$ cat src/spd_pkg.sv
// Purpose: shared constants for the serial presence store slave
// Assumes: 25 MHz reference clock
// Notes: identity-free; no register map
package spd_pkg;
    localparam int CLK_HZ = 25_000_000;
    localparam int WRITE_CYCLE_MS = 5;
    localparam int WRITE_CYCLE_CYC = WRITE_CYCLE_MS * (CLK_HZ / 1000);
    localparam int MEM_DEPTH = 256;
    localparam int PAGE_BYTES = 16;
    localparam int FIFO_DEPTH = 2;
    localparam logic [3:0] TYPE_MEM = 4'ha;
    localparam logic [3:0] TYPE_PROT = 4'h6;
    localparam logic [2:0] SEL_SET_REV = 3'h1;
    localparam logic [2:0] SEL_CLR_REV = 3'h3;
    localparam logic [3:0] ACK_SLOT = 4'h8;
    localparam logic [3:0] LAST_BIT = 4'h7;
    localparam logic [7:0] IDLE_BYTE = 8'hff;

    typedef enum logic [2:0] {
        ST_IDLE = 3'b000,
        ST_SEL = 3'b001,
        ST_ADDR = 3'b010,
        ST_WDATA = 3'b011,
        ST_RDATA = 3'b100,
        ST_BUSY = 3'b101
    } spd_state_e;

    typedef enum logic [2:0] {
        OP_NONE = 3'b000,
        OP_MEM = 3'b001,
        OP_SET_REV = 3'b010,
        OP_CLR_REV = 3'b011,
        OP_SET_PERM = 3'b100,
        OP_PROT_RD = 3'b101
    } spd_op_e;
endpackage

$ cat src/spd_eeprom_i2c_slave.sv
// Purpose: two-wire slave front end of a 256x8 module config store
// Assumes: scl/sda and pins asynchronous, oversampled at 25 MHz
// Notes: protection flags and array keep no reset (nonvolatile)
`timescale 1ns/1ps
module spd_eeprom_i2c_slave
    import spd_pkg::*;
#(
    parameter int WRITE_CYCLES = WRITE_CYCLE_CYC
) (
    input wire logic ref_clk_i,
    input wire logic arst_n_i,
    input wire logic en_i,
    input wire logic scl_i,
    input wire logic sda_i,
    output logic sda_o,
    output logic sda_oe_o,
    input wire logic [2:0] chip_sel_in_i,
    input wire logic high_voltage_detect_i,
    input wire logic vdd_low_i,
    output logic busy_o
);
    function automatic spd_op_e decode_sel(input logic [7:0] b,
        input logic [2:0] ce, input logic hv, input logic perm);
        spd_op_e op = OP_NONE;
        if (b[7:4] == TYPE_MEM && b[3:1] == ce) begin
            op = OP_MEM;
        end else if (b[7:4] == TYPE_PROT && !perm) begin
            if (hv && b[3:1] == SEL_SET_REV && !b[0]) begin
                op = OP_SET_REV;
            end else if (hv && b[3:1] == SEL_CLR_REV && !b[0]) begin
                op = OP_CLR_REV;
            end else if (b[3:1] == ce) begin
                op = b[0] ? OP_PROT_RD : OP_SET_PERM;
            end
        end
        return op;
    endfunction
    logic [1:0] rst_sync, scl_sync, sda_sync, hv_sync, low_sync;
    logic [1:0] ce0_sync, ce1_sync, ce2_sync, fifo_cnt;
    logic rst_n, scl_q, sda_q, rise, fall, start_ev, stop_ev;
    spd_state_e state;
    spd_op_e op, sel_op;
    logic [3:0] bit_cnt;
    logic [7:0] shreg, tx, addr, rd_ptr, wr_addr;
    logic after_ack, wr_pend, fifo_wp, fifo_rp;
    logic [16:0] busy_cnt;
    logic [7:0] mem [MEM_DEPTH], page [PAGE_BYTES], fifo [FIFO_DEPTH];
    logic [15:0] page_mask;
    logic prot_rev = 1'b0, prot_perm = 1'b0;
    logic push_valid, push_ready, pop_valid, pop_ready;
    logic byte_done, ack_end, commit_go, mem_we;
    // reset release through two flops
    always_ff @(posedge ref_clk_i or negedge arst_n_i) begin
        if (!arst_n_i) begin
            rst_sync <= 2'h0;
        end else begin
            rst_sync <= {rst_sync[0], 1'b1};
        end
    end
    assign rst_n = rst_sync[1];
    always_ff @(posedge ref_clk_i or negedge rst_n) begin
        if (!rst_n) begin
            {scl_sync, sda_sync, hv_sync, low_sync} <= 8'hf0;
            {ce0_sync, ce1_sync, ce2_sync} <= 6'h00;
            {scl_q, sda_q} <= 2'h3;
        end else if (en_i) begin
            scl_sync <= {scl_sync[0], scl_i};
            sda_sync <= {sda_sync[0], sda_i};
            hv_sync <= {hv_sync[0], high_voltage_detect_i};
            low_sync <= {low_sync[0], vdd_low_i};
            ce0_sync <= {ce0_sync[0], chip_sel_in_i[0]};
            ce1_sync <= {ce1_sync[0], chip_sel_in_i[1]};
            ce2_sync <= {ce2_sync[0], chip_sel_in_i[2]};
            scl_q <= scl_sync[1];
            sda_q <= sda_sync[1];
        end
    end
    assign rise = scl_sync[1] & ~scl_q;
    assign fall = ~scl_sync[1] & scl_q;
    assign start_ev = scl_sync[1] & scl_q & sda_q & ~sda_sync[1];
    assign stop_ev = scl_sync[1] & scl_q & ~sda_q & sda_sync[1];
    assign byte_done = fall && bit_cnt == LAST_BIT;
    assign ack_end = fall && bit_cnt == ACK_SLOT;
    assign commit_go = stop_ev && after_ack && wr_pend;
    assign pop_ready = ack_end && state == ST_RDATA;
    assign pop_valid = fifo_cnt != 2'h0;
    assign push_valid = state == ST_RDATA;
    assign push_ready = fifo_cnt != 2'(FIFO_DEPTH);
    assign sda_o = 1'b0;
    assign busy_o = state == ST_BUSY;
    assign sel_op = decode_sel(shreg,
        {ce2_sync[1], ce1_sync[1], ce0_sync[1]}, hv_sync[1], prot_perm);
    // protocol engine
    always_ff @(posedge ref_clk_i or negedge rst_n) begin
        if (!rst_n) begin
            state <= ST_IDLE;
            op <= OP_NONE;
            bit_cnt <= 4'h0;
            shreg <= 8'h00;
            tx <= IDLE_BYTE;
            addr <= 8'h00;
            {after_ack, wr_pend, sda_oe_o} <= 3'h0;
            busy_cnt <= 17'h0;
        end else if (en_i) begin
            if (low_sync[1]) begin
                state <= ST_IDLE;
                sda_oe_o <= 1'b0;
                wr_pend <= 1'b0;
            end else if (state == ST_BUSY) begin
                sda_oe_o <= 1'b0;
                if (busy_cnt == 17'(WRITE_CYCLES - 1)) begin
                    state <= ST_IDLE;
                end
                busy_cnt <= busy_cnt + 17'h1;
            end else if (start_ev) begin
                state <= ST_SEL;
                // scl fall closing the start wraps this to zero
                bit_cnt <= 4'hf;
                sda_oe_o <= 1'b0;
                after_ack <= 1'b0;
                wr_pend <= 1'b0;
            end else if (stop_ev) begin
                state <= commit_go ? ST_BUSY : ST_IDLE;
                busy_cnt <= 17'h0;
                sda_oe_o <= 1'b0;
                wr_pend <= 1'b0;
            end else if (state != ST_IDLE) begin
                if (rise) begin
                    if (bit_cnt != ACK_SLOT) begin
                        shreg <= {shreg[6:0], sda_sync[1]};
                    end else if (state == ST_RDATA && sda_sync[1]) begin
                        state <= ST_IDLE;
                    end
                end else if (byte_done) begin
                    bit_cnt <= ACK_SLOT;
                    case (state)
                        ST_SEL: begin
                            op <= sel_op;
                            if (sel_op == OP_NONE) begin
                                state <= ST_IDLE;
                            end else begin
                                sda_oe_o <= 1'b1;
                                state <= shreg[0] ? ST_RDATA : ST_ADDR;
                            end
                        end
                        ST_ADDR: begin
                            addr <= shreg;
                            sda_oe_o <= 1'b1;
                            state <= ST_WDATA;
                        end
                        ST_WDATA: begin
                            addr <= {addr[7:4], addr[3:0] + 4'h1};
                            wr_pend <= 1'b1;
                            sda_oe_o <= 1'b1;
                        end
                        ST_RDATA: sda_oe_o <= 1'b0;
                        default: state <= ST_IDLE;
                    endcase
                end else if (ack_end) begin
                    bit_cnt <= 4'h0;
                    after_ack <= 1'b1;
                    sda_oe_o <= 1'b0;
                    if (state == ST_RDATA && op == OP_PROT_RD) begin
                        state <= ST_IDLE;
                    end else if (state == ST_RDATA) begin
                        tx <= pop_valid ? fifo[fifo_rp] : IDLE_BYTE;
                        sda_oe_o <= pop_valid ? ~fifo[fifo_rp][7] : 1'b0;
                        addr <= addr + 8'h1;
                    end
                end else if (fall) begin
                    // tenth slot ends: a later stop is misplaced
                    after_ack <= 1'b0;
                    bit_cnt <= bit_cnt + 4'h1;
                    if (state == ST_RDATA) begin
                        tx <= {tx[6:0], 1'b1};
                        sda_oe_o <= ~tx[6];
                    end
                end
            end
        end
    end
    // read prefetch buffer, drained by the shifter at ack end
    always_ff @(posedge ref_clk_i or negedge rst_n) begin
        if (!rst_n) begin
            {fifo_wp, fifo_rp} <= 2'h0;
            fifo_cnt <= 2'h0;
            rd_ptr <= 8'h00;
        end else if (en_i) begin
            if (start_ev || state != ST_RDATA) begin
                {fifo_wp, fifo_rp} <= 2'h0;
                fifo_cnt <= 2'h0;
                rd_ptr <= addr;
            end else begin
                if (push_valid && push_ready) begin
                    fifo[fifo_wp] <= mem[rd_ptr];
                    fifo_wp <= ~fifo_wp;
                    rd_ptr <= rd_ptr + 8'h1;
                end
                if (pop_valid && pop_ready) begin
                    fifo_rp <= ~fifo_rp;
                end
                fifo_cnt <= fifo_cnt + 2'(push_valid && push_ready)
                    - 2'(pop_valid && pop_ready);
            end
        end
    end
    // page latch and commit into the array during the write cycle
    assign wr_addr = {addr[7:4], busy_cnt[3:0]};
    assign mem_we = state == ST_BUSY && op == OP_MEM
        && busy_cnt < 17'(PAGE_BYTES) && page_mask[busy_cnt[3:0]]
        && !((prot_rev || prot_perm) && !wr_addr[7]);
    always_ff @(posedge ref_clk_i or negedge rst_n) begin
        if (!rst_n) begin
            page_mask <= 16'h0;
        end else if (en_i) begin
            if (start_ev && state != ST_BUSY) begin
                page_mask <= 16'h0;
            end else if (byte_done && state == ST_WDATA) begin
                page[addr[3:0]] <= shreg;
                page_mask[addr[3:0]] <= 1'b1;
            end
        end
    end
    always_ff @(posedge ref_clk_i) begin
        if (en_i && mem_we) begin
            mem[wr_addr] <= page[busy_cnt[3:0]];
        end
    end
    // protection flags keep their value across reset
    always_ff @(posedge ref_clk_i) begin
        if (en_i && rst_n && !low_sync[1] && state != ST_BUSY
            && commit_go) begin
            case (op)
                OP_SET_REV: prot_rev <= 1'b1;
                OP_CLR_REV: prot_rev <= 1'b0;
                OP_SET_PERM: prot_perm <= 1'b1;
                default: prot_perm <= prot_perm;
            endcase
        end
    end
endmodule

$ cat config.mk
export PLATFORM = sky130hd
export DESIGN_NAME = spd_eeprom_i2c_slave
export DESIGN_NICKNAME = d
export VERILOG_FILES = /design/src/spd_pkg.sv /design/src/spd_eeprom_i2c_slave.sv
export SDC_FILE = /design/constraint.sdc
export NUM_CORES = 2
export LEC_CHECK = 0
export ABC_AREA = 1
export BUFFER_PORTS_ARGS = -buffer_cell sky130_fd_sc_hd__buf_2
export CAP_MARGIN = 20
export CELL_PAD_IN_SITES_DETAIL_PLACEMENT = 1
export CELL_PAD_IN_SITES_GLOBAL_PLACEMENT = 2
export CORE_ASPECT_RATIO = 0.6
export CORE_MARGIN = 2
export CORE_UTILIZATION = 45
export DETAILED_ROUTE_END_ITERATION = 16
export PLACE_DENSITY = 0.89
export SYNTH_ARGS = -nofsm -noshare
export SYNTH_HDL_FRONTEND = slang
export SYNTH_SLANG_ARGS = --single-unit
$ cat constraint.sdc
create_clock -name ref_clk_i -period 8.1 [get_ports ref_clk_i]
set_clock_uncertainty 0.1 [all_clocks]
set_input_delay 0.405 -clock ref_clk_i [delete_from_list [all_inputs] [get_ports ref_clk_i]]
set_output_delay 0.405 -clock ref_clk_i [all_outputs]
set_load 0.01 [all_outputs]
Word-level counts from Yosys, hierarchy flattened
Memory sizes are Yosys's and may differ from the RTL's.
Cells that the tools add are included.
{ "op_classes": {"muxes": 91, "div": 0, "order_cmp": 4, "shifts": 0, "multipliers": 0, "n_bitwise": 22, "n_reduce_logical": 58, "add_sub_neg": 7, "eq_ne": 34} }
{ "ops": {"columns": ["operator", "n"], "rows": [
  ["17-bit 2-to-1 mux", 3],
  ["8-bit 2-to-1 mux", 6],
  ["1-bit 2-to-1 mux", 46],
  ["3-bit 2-to-1 mux", 15],
  ["7-bit 2-to-1 mux", 6],
  ["16-bit 2-to-1 mux", 2],
  ["4-bit 2-to-1 mux", 7],
  ["7-bit nonzero test", 4],
  ["8-bit AND reduction", 3],
  ["11-bit AND reduction", 2],
  ["1-bit logical AND", 20],
  ["2-bit nonzero test", 9],
  ["17-bit by 1-bit adder with 17-bit output, second input constant", 1],
  ["17-bit == test, second input constant", 1],
  ["17-bit by 5-bit < comparator with 1-bit output, second input constant", 1],
  ["8-bit by 1-bit adder with 8-bit output, second input constant", 2],
  ["16-bit bitwise OR", 1],
  ["8-bit one-hot mux with 2 select lines", 1],
  ["4-bit nonzero test", 4],
  ["2-bit != test, second input constant", 7],
  ["7-bit != test, second input constant", 2],
  ["1-bit NOT", 14],
  ["7-bit AND reduction", 2],
  ["12-bit AND reduction", 1],
  ["35 further kinds", 56]
]} }
{ "totals": {"in_bits": 10, "mem_count": 3, "regBits": 97, "latchBits": 0, "wordCells": 244, "output_inout_bits": 3, "mem_bits_rw": 2192, "romBits": 0} }
{ "memory_table": {"columns": ["memory", "words", "width", "rd", "rd_clocked_by_memory_dff", "write_ports", "line", "rtl"], "rows": [
  ["mem", 256, 8, 1, 0, 1, "spd_eeprom_i2c_slave.sv:47", "logic [7:0] mem [MEM_DEPTH], page [PAGE_BYTES], fifo [FIFO_DEPTH];"],
  ["page", 16, 8, 1, 0, 1, "spd_eeprom_i2c_slave.sv:47", null],
  ["fifo", 2, 8, 1, 0, 1, "spd_eeprom_i2c_slave.sv:47", null]
]} }

Logic depth before layout (Yosys ltp)
{ "depth": {"depth_word": 13, "depth_mapped": 18, "ltp_nobuf": 15} }

Worst setup path before layout
No wires, ideal clock.
{ "synth_timing": {"path_type": "register -> register", "startpoint": "register busy_cnt[0]", "endpoint": "memory mem[0][0], data pin", "path_stages_with_launch": 9, "setup_slack_ns": 1.106, "path_buffers": 4, "t_required_ns": 6.212, "period_less_slack_ns": 6.994, "setup_time_ns": 1.788, "arrival_time_ns": 5.105, "cell_sequence": "dfrtp_1 > buf_2 > buf_2 > clkbuf_1 > clkbuf_1 > o21ai_0 > o22ai_1 > nand2_1 > nand4_1"} }
{ "synth_via": {"elab_chain_cells": 1} }
{ "synth_lines": {"columns": ["item", "line", "rtl"], "rows": [
  ["start, declared", "spd_eeprom_i2c_slave.sv:46", "logic [16:0] busy_cnt;"],
  ["start signal, assigned", "spd_eeprom_i2c_slave.sv:114", "busy_cnt <= busy_cnt + 17'h1;"],
  ["memory read 16 x 8 bit", null, null],
  ["end, declared", "spd_eeprom_i2c_slave.sv:47", null]
]} }
No other way between the ends.

Worst setup path in the final report
{ "layout_timing": {"startpoint": "register busy_cnt[0]", "endpoint": "memory mem[176][7], enable pin"} }
{ "layout_via": {"elab_chain_cells": 7, "elab_cells_between_ends": 9, "cone_classes": "1 x order compare; 4 x mux; 4 x reduce/logical"} }
{ "layout_lines": {"columns": ["item", "line", "rtl"], "rows": [
  ["17-bit by 5-bit < comparator with 1-bit output / 1-bit binary-select mux with 4-bit select (equally long branches)", "spd_eeprom_i2c_slave.sv:210", "&& busy_cnt < 17'(PAGE_BYTES) && page_mask[busy_cnt[3:0]]"],
  ["1-bit logical AND / 1-bit 2-to-1 mux (equally long branches)", "spd_eeprom_i2c_slave.sv:210", null],
  ["1-bit logical AND", "spd_eeprom_i2c_slave.sv:210", null],
  ["1-bit logical AND", "spd_eeprom_i2c_slave.sv:211", "&& !((prot_rev || prot_perm) && !wr_addr[7]);"],
  ["1-bit logical AND", "spd_eeprom_i2c_slave.sv:225", "if (en_i && mem_we) begin"],
  ["1-bit 2-to-1 mux", "spd_eeprom_i2c_slave.sv:225", null],
  ["1-bit 2-to-1 mux (not written as such)", "spd_eeprom_i2c_slave.sv:226", "mem[wr_addr] <= page[busy_cnt[3:0]];"]
]} }
Parallel ways exist; a longest one is shown, timed or not. The select of a mux whose other input is x is not followed.

==> metrics.txt <==
most frequent cell after synthesis=edfxtp_1; antenna violations before repair=11; Die H=359.9 um; CTS Buf Count=217; kind of critical path=reg -> reg; Slew Viols, Final=0; clock net sink count=2287; switching power=13280 uW; startpoint types=flip-flop; Hold Fails Final Rpt=0; TritonCTS clock tree=yes; Core ar.=209500 um2; Synth cell types=40; setup tns final=0 ns; die width=597.2 um; first-pass GRT wire length=405900 um; Tcrit/Tclk final=63.43%; FF-to-FF End=mem[176][7]$_DFFE_PP_; post-synth top area share=69.27%; fmax=194.6 MHz; Synth Register Bits=2287; gr usage total=24.63%; pwr dens=370.6 nW/um2; clock network power share=25.0%; overall routed net length=266200 um; layout cells sized above 1=4.602%; CP arrival=5.49 ns; worst-path fanout max=82; clk slew on worst S/H paths=0.07 ns; worst relative slew slack=11.49%; antenna viol nets, final=0; Setup Buffers After CTS=0; unrepaired setup endpoints after global routing=false; Setup WS pre-CTS=3.193 ns; vias in the first global route=68.31k; worst slew pin tran=1.328 ns; RR Startpoint=busy_cnt[0]$_DFFE_PN0P_; Min-Delay Path Class=reg -> async; Worst R2R Path Depth=9; Cell Area, Synth=95020 um2; max-cap viol count=0; Clock Latency Late Sink=0.88 ns; largest area contributor in the netlist=edfxtp_1; critical path required time=8.45 ns; Layout area overhead=14.03%; Switching Fraction=33.07%; Setup violations, final=0; outcome=completed; via count=65.71k; syn avg cell area=11.00 um2; clk root buf=clkbuf_16; Post-Syn Instances=8639; synth warn=0; CTS max path bufs=4; Primary FF master, synth=edfxtp_1; H-tree levels=4; Top Ports=13; drt first pass iters=5; port buffer count=10; # rows=130; grt ovf=0; register area share after synthesis=71.79%; Fill cells=22.57k; Post-synth top cells=edfxtp_1, nand2_1, nor2_1; post-synthesis async set-or-reset flop share=4.154%; routability cong.=0.8238; peak supply drop=0.0005636 V; drt drc=0; largest cells by area after synthesis=edfxtp_1, nand2_1, nor2_1; Comb power frac=24.6%; r2r setup slk=2.96 ns; pin count of the biggest net entering global routing=214; total internal power=26880 uW; number of flops mapped to enable cells by yosys=2192; fin crit period=5.138 ns; Final nets=9543; full die area=215000 um2; DP HPWL=152800 um; Leakage Power=0.04254 uW; final setup margin=2.962 ns; drt via density=5.271; initial core utilization=45.35%; DRC marker count from the first detailed-route iteration=5916; Reg power frac=50.4%; routed len/inst=21.35 um; CP Capture Type=flip-flop
## registers in the layout, indices dropped and copies added (netlist names), 2 cells and up
signal	count
rst_sync	2
rd_ptr	8
tx	7
scl_sync	2
low_sync	2
busy_cnt	17
state	3
ce2_sync	2
mem	2048
bit_cnt	4
fifo_cnt	2
page	128
ce0_sync	2
addr	8
sda_sync	2
shreg	8
page_mask	16
fifo	16
ce1_sync	2
## logic make-up (layout without fill, tap and decap cells)
family | after synthesis | count (layout) | share of synthesized area (%)
flops | 2287 | 2287 | 71.79
compound gates | 1083 | 1083 | 6.088
fa+ha+maj | 13 | 13 | 0.1712
other cells | 2 | 1027 | 0.007904
simple gates | 4197 | 4197 | 17.54
buf+inv | 1048 | 1077 | 4.314
xor+xnor | 9 | 9 | 0.08296
## layout make-up
cell class | instances | area [um2] | share of cell area, %
sequential | 2287 | 68230 | 62.98
clock buffer | 271 | 5801 | 5.354
multi-input combinational | 6328 | 26580 | 24.53
antenna | 1 | 2.502 | 0.002310
clock inverter | 120 | 953.4 | 0.8800
timing repair buffer | 118 | 1147 | 1.059
inverter | 568 | 2162 | 1.996
tap | 2772 | 3468 | 3.201
## through the flow
stage / power, uW / hold slack (ns) / instances / utilization [%] / cell area [um2]
final: 40160 / 0.1550 / 12470 / 51.72 / 108300
after global routing: 42100 / 0.1850 / 12460 / 51.72 / 108300
after CTS: 40330 / 0.1705 / 12460 / 51.69 / 108300
after detailed placement: 30270 / 0.09656 / 12050 / 48.39 / 101400
after global placement: 29500 / 0.09067 / 12050 / 48.39 / 101400
after floorplan: 25970 / 0.009409 / 9663 / - / 98860
## critical path, stage by stage, from the launching register on
cell and delay (ns):
dfrtp_2 0.36, buf_4 0.66, a21oi_1 0.16, o21ai_0 0.13, o21ai_0 0.22, nand2_1 0.11
nand3_1 0.14, nor3_2 0.65, nand3_1 0.95, nor2_1 1.13
## worst max path at each step
stage,from,end,cells after the start
6_report,busy_cnt[0]$_DFFE_PN0P_,mem[176][7]$_DFFE_PP_,9
5_1_grt,busy_cnt[0]$_DFFE_PN0P_,mem[176][3]$_DFFE_PP_,9
4_1_cts,busy_cnt[0]$_DFFE_PN0P_,mem[177][7]$_DFFE_PP_,9
3_5_place_dp,en_i,mem[176][3]$_DFFE_PP_,7
3_3_place_gp,en_i,mem[233][7]$_DFFE_PP_,7
2_1_floorplan,busy_cnt[0]$_DFFE_PN0P_,mem[0][0]$_DFFE_PP_,8
## timing repair
| action | 4_1_cts | 5_1_grt |
|---|---|---|
| hold buffers | 15 | 0 |
| hold endpoints to repair | 17 | 0 |
| resized for setup | 0 | 0 |
## cells in the final DEF, fill, tap and decap left out, types with 61 or more instances in the layout
cell / netlist / final
nand2_1: 2176 / 2175
clkinv_1: 9 / 61
dfrtp_1: 82 / 76
nand3_1: 615 / 615
nor2_1: 1346 / 1341
o211ai_1: 107 / 107
edfxtp_1: 2192 / 2192
clkbuf_16: 0 / 223
o21ai_0: 763 / 763
conb_1: 2 / 1026
a21oi_1: 152 / 152
inv_1: 557 / 551
buf_4: 2 / 73
## power groups by stage
stage / Sequential, uW / Combinational (uW) / Clock, uW
4_1_cts: 20300 / 9890 / 10200
3_3_place_gp: 20200 / 9270 / 0
3_5_place_dp: 20500 / 9800 / 0
2_1_floorplan: 20700 / 5300 / 0
6_report: 20200 / 9890 / 10000
5_1_grt: 20500 / 11000 / 10600
## layer usage
layer	vias up	track usage, %	share of wire [%]
met2	1949	38.63	45
met3	362	4.229	7.5
met1	33340	36.01	45
met5	-	0	0
met4	0	5.390	2.0
li1	30050	-	-
Note: power is estimated with default switching activity, not from simulation.
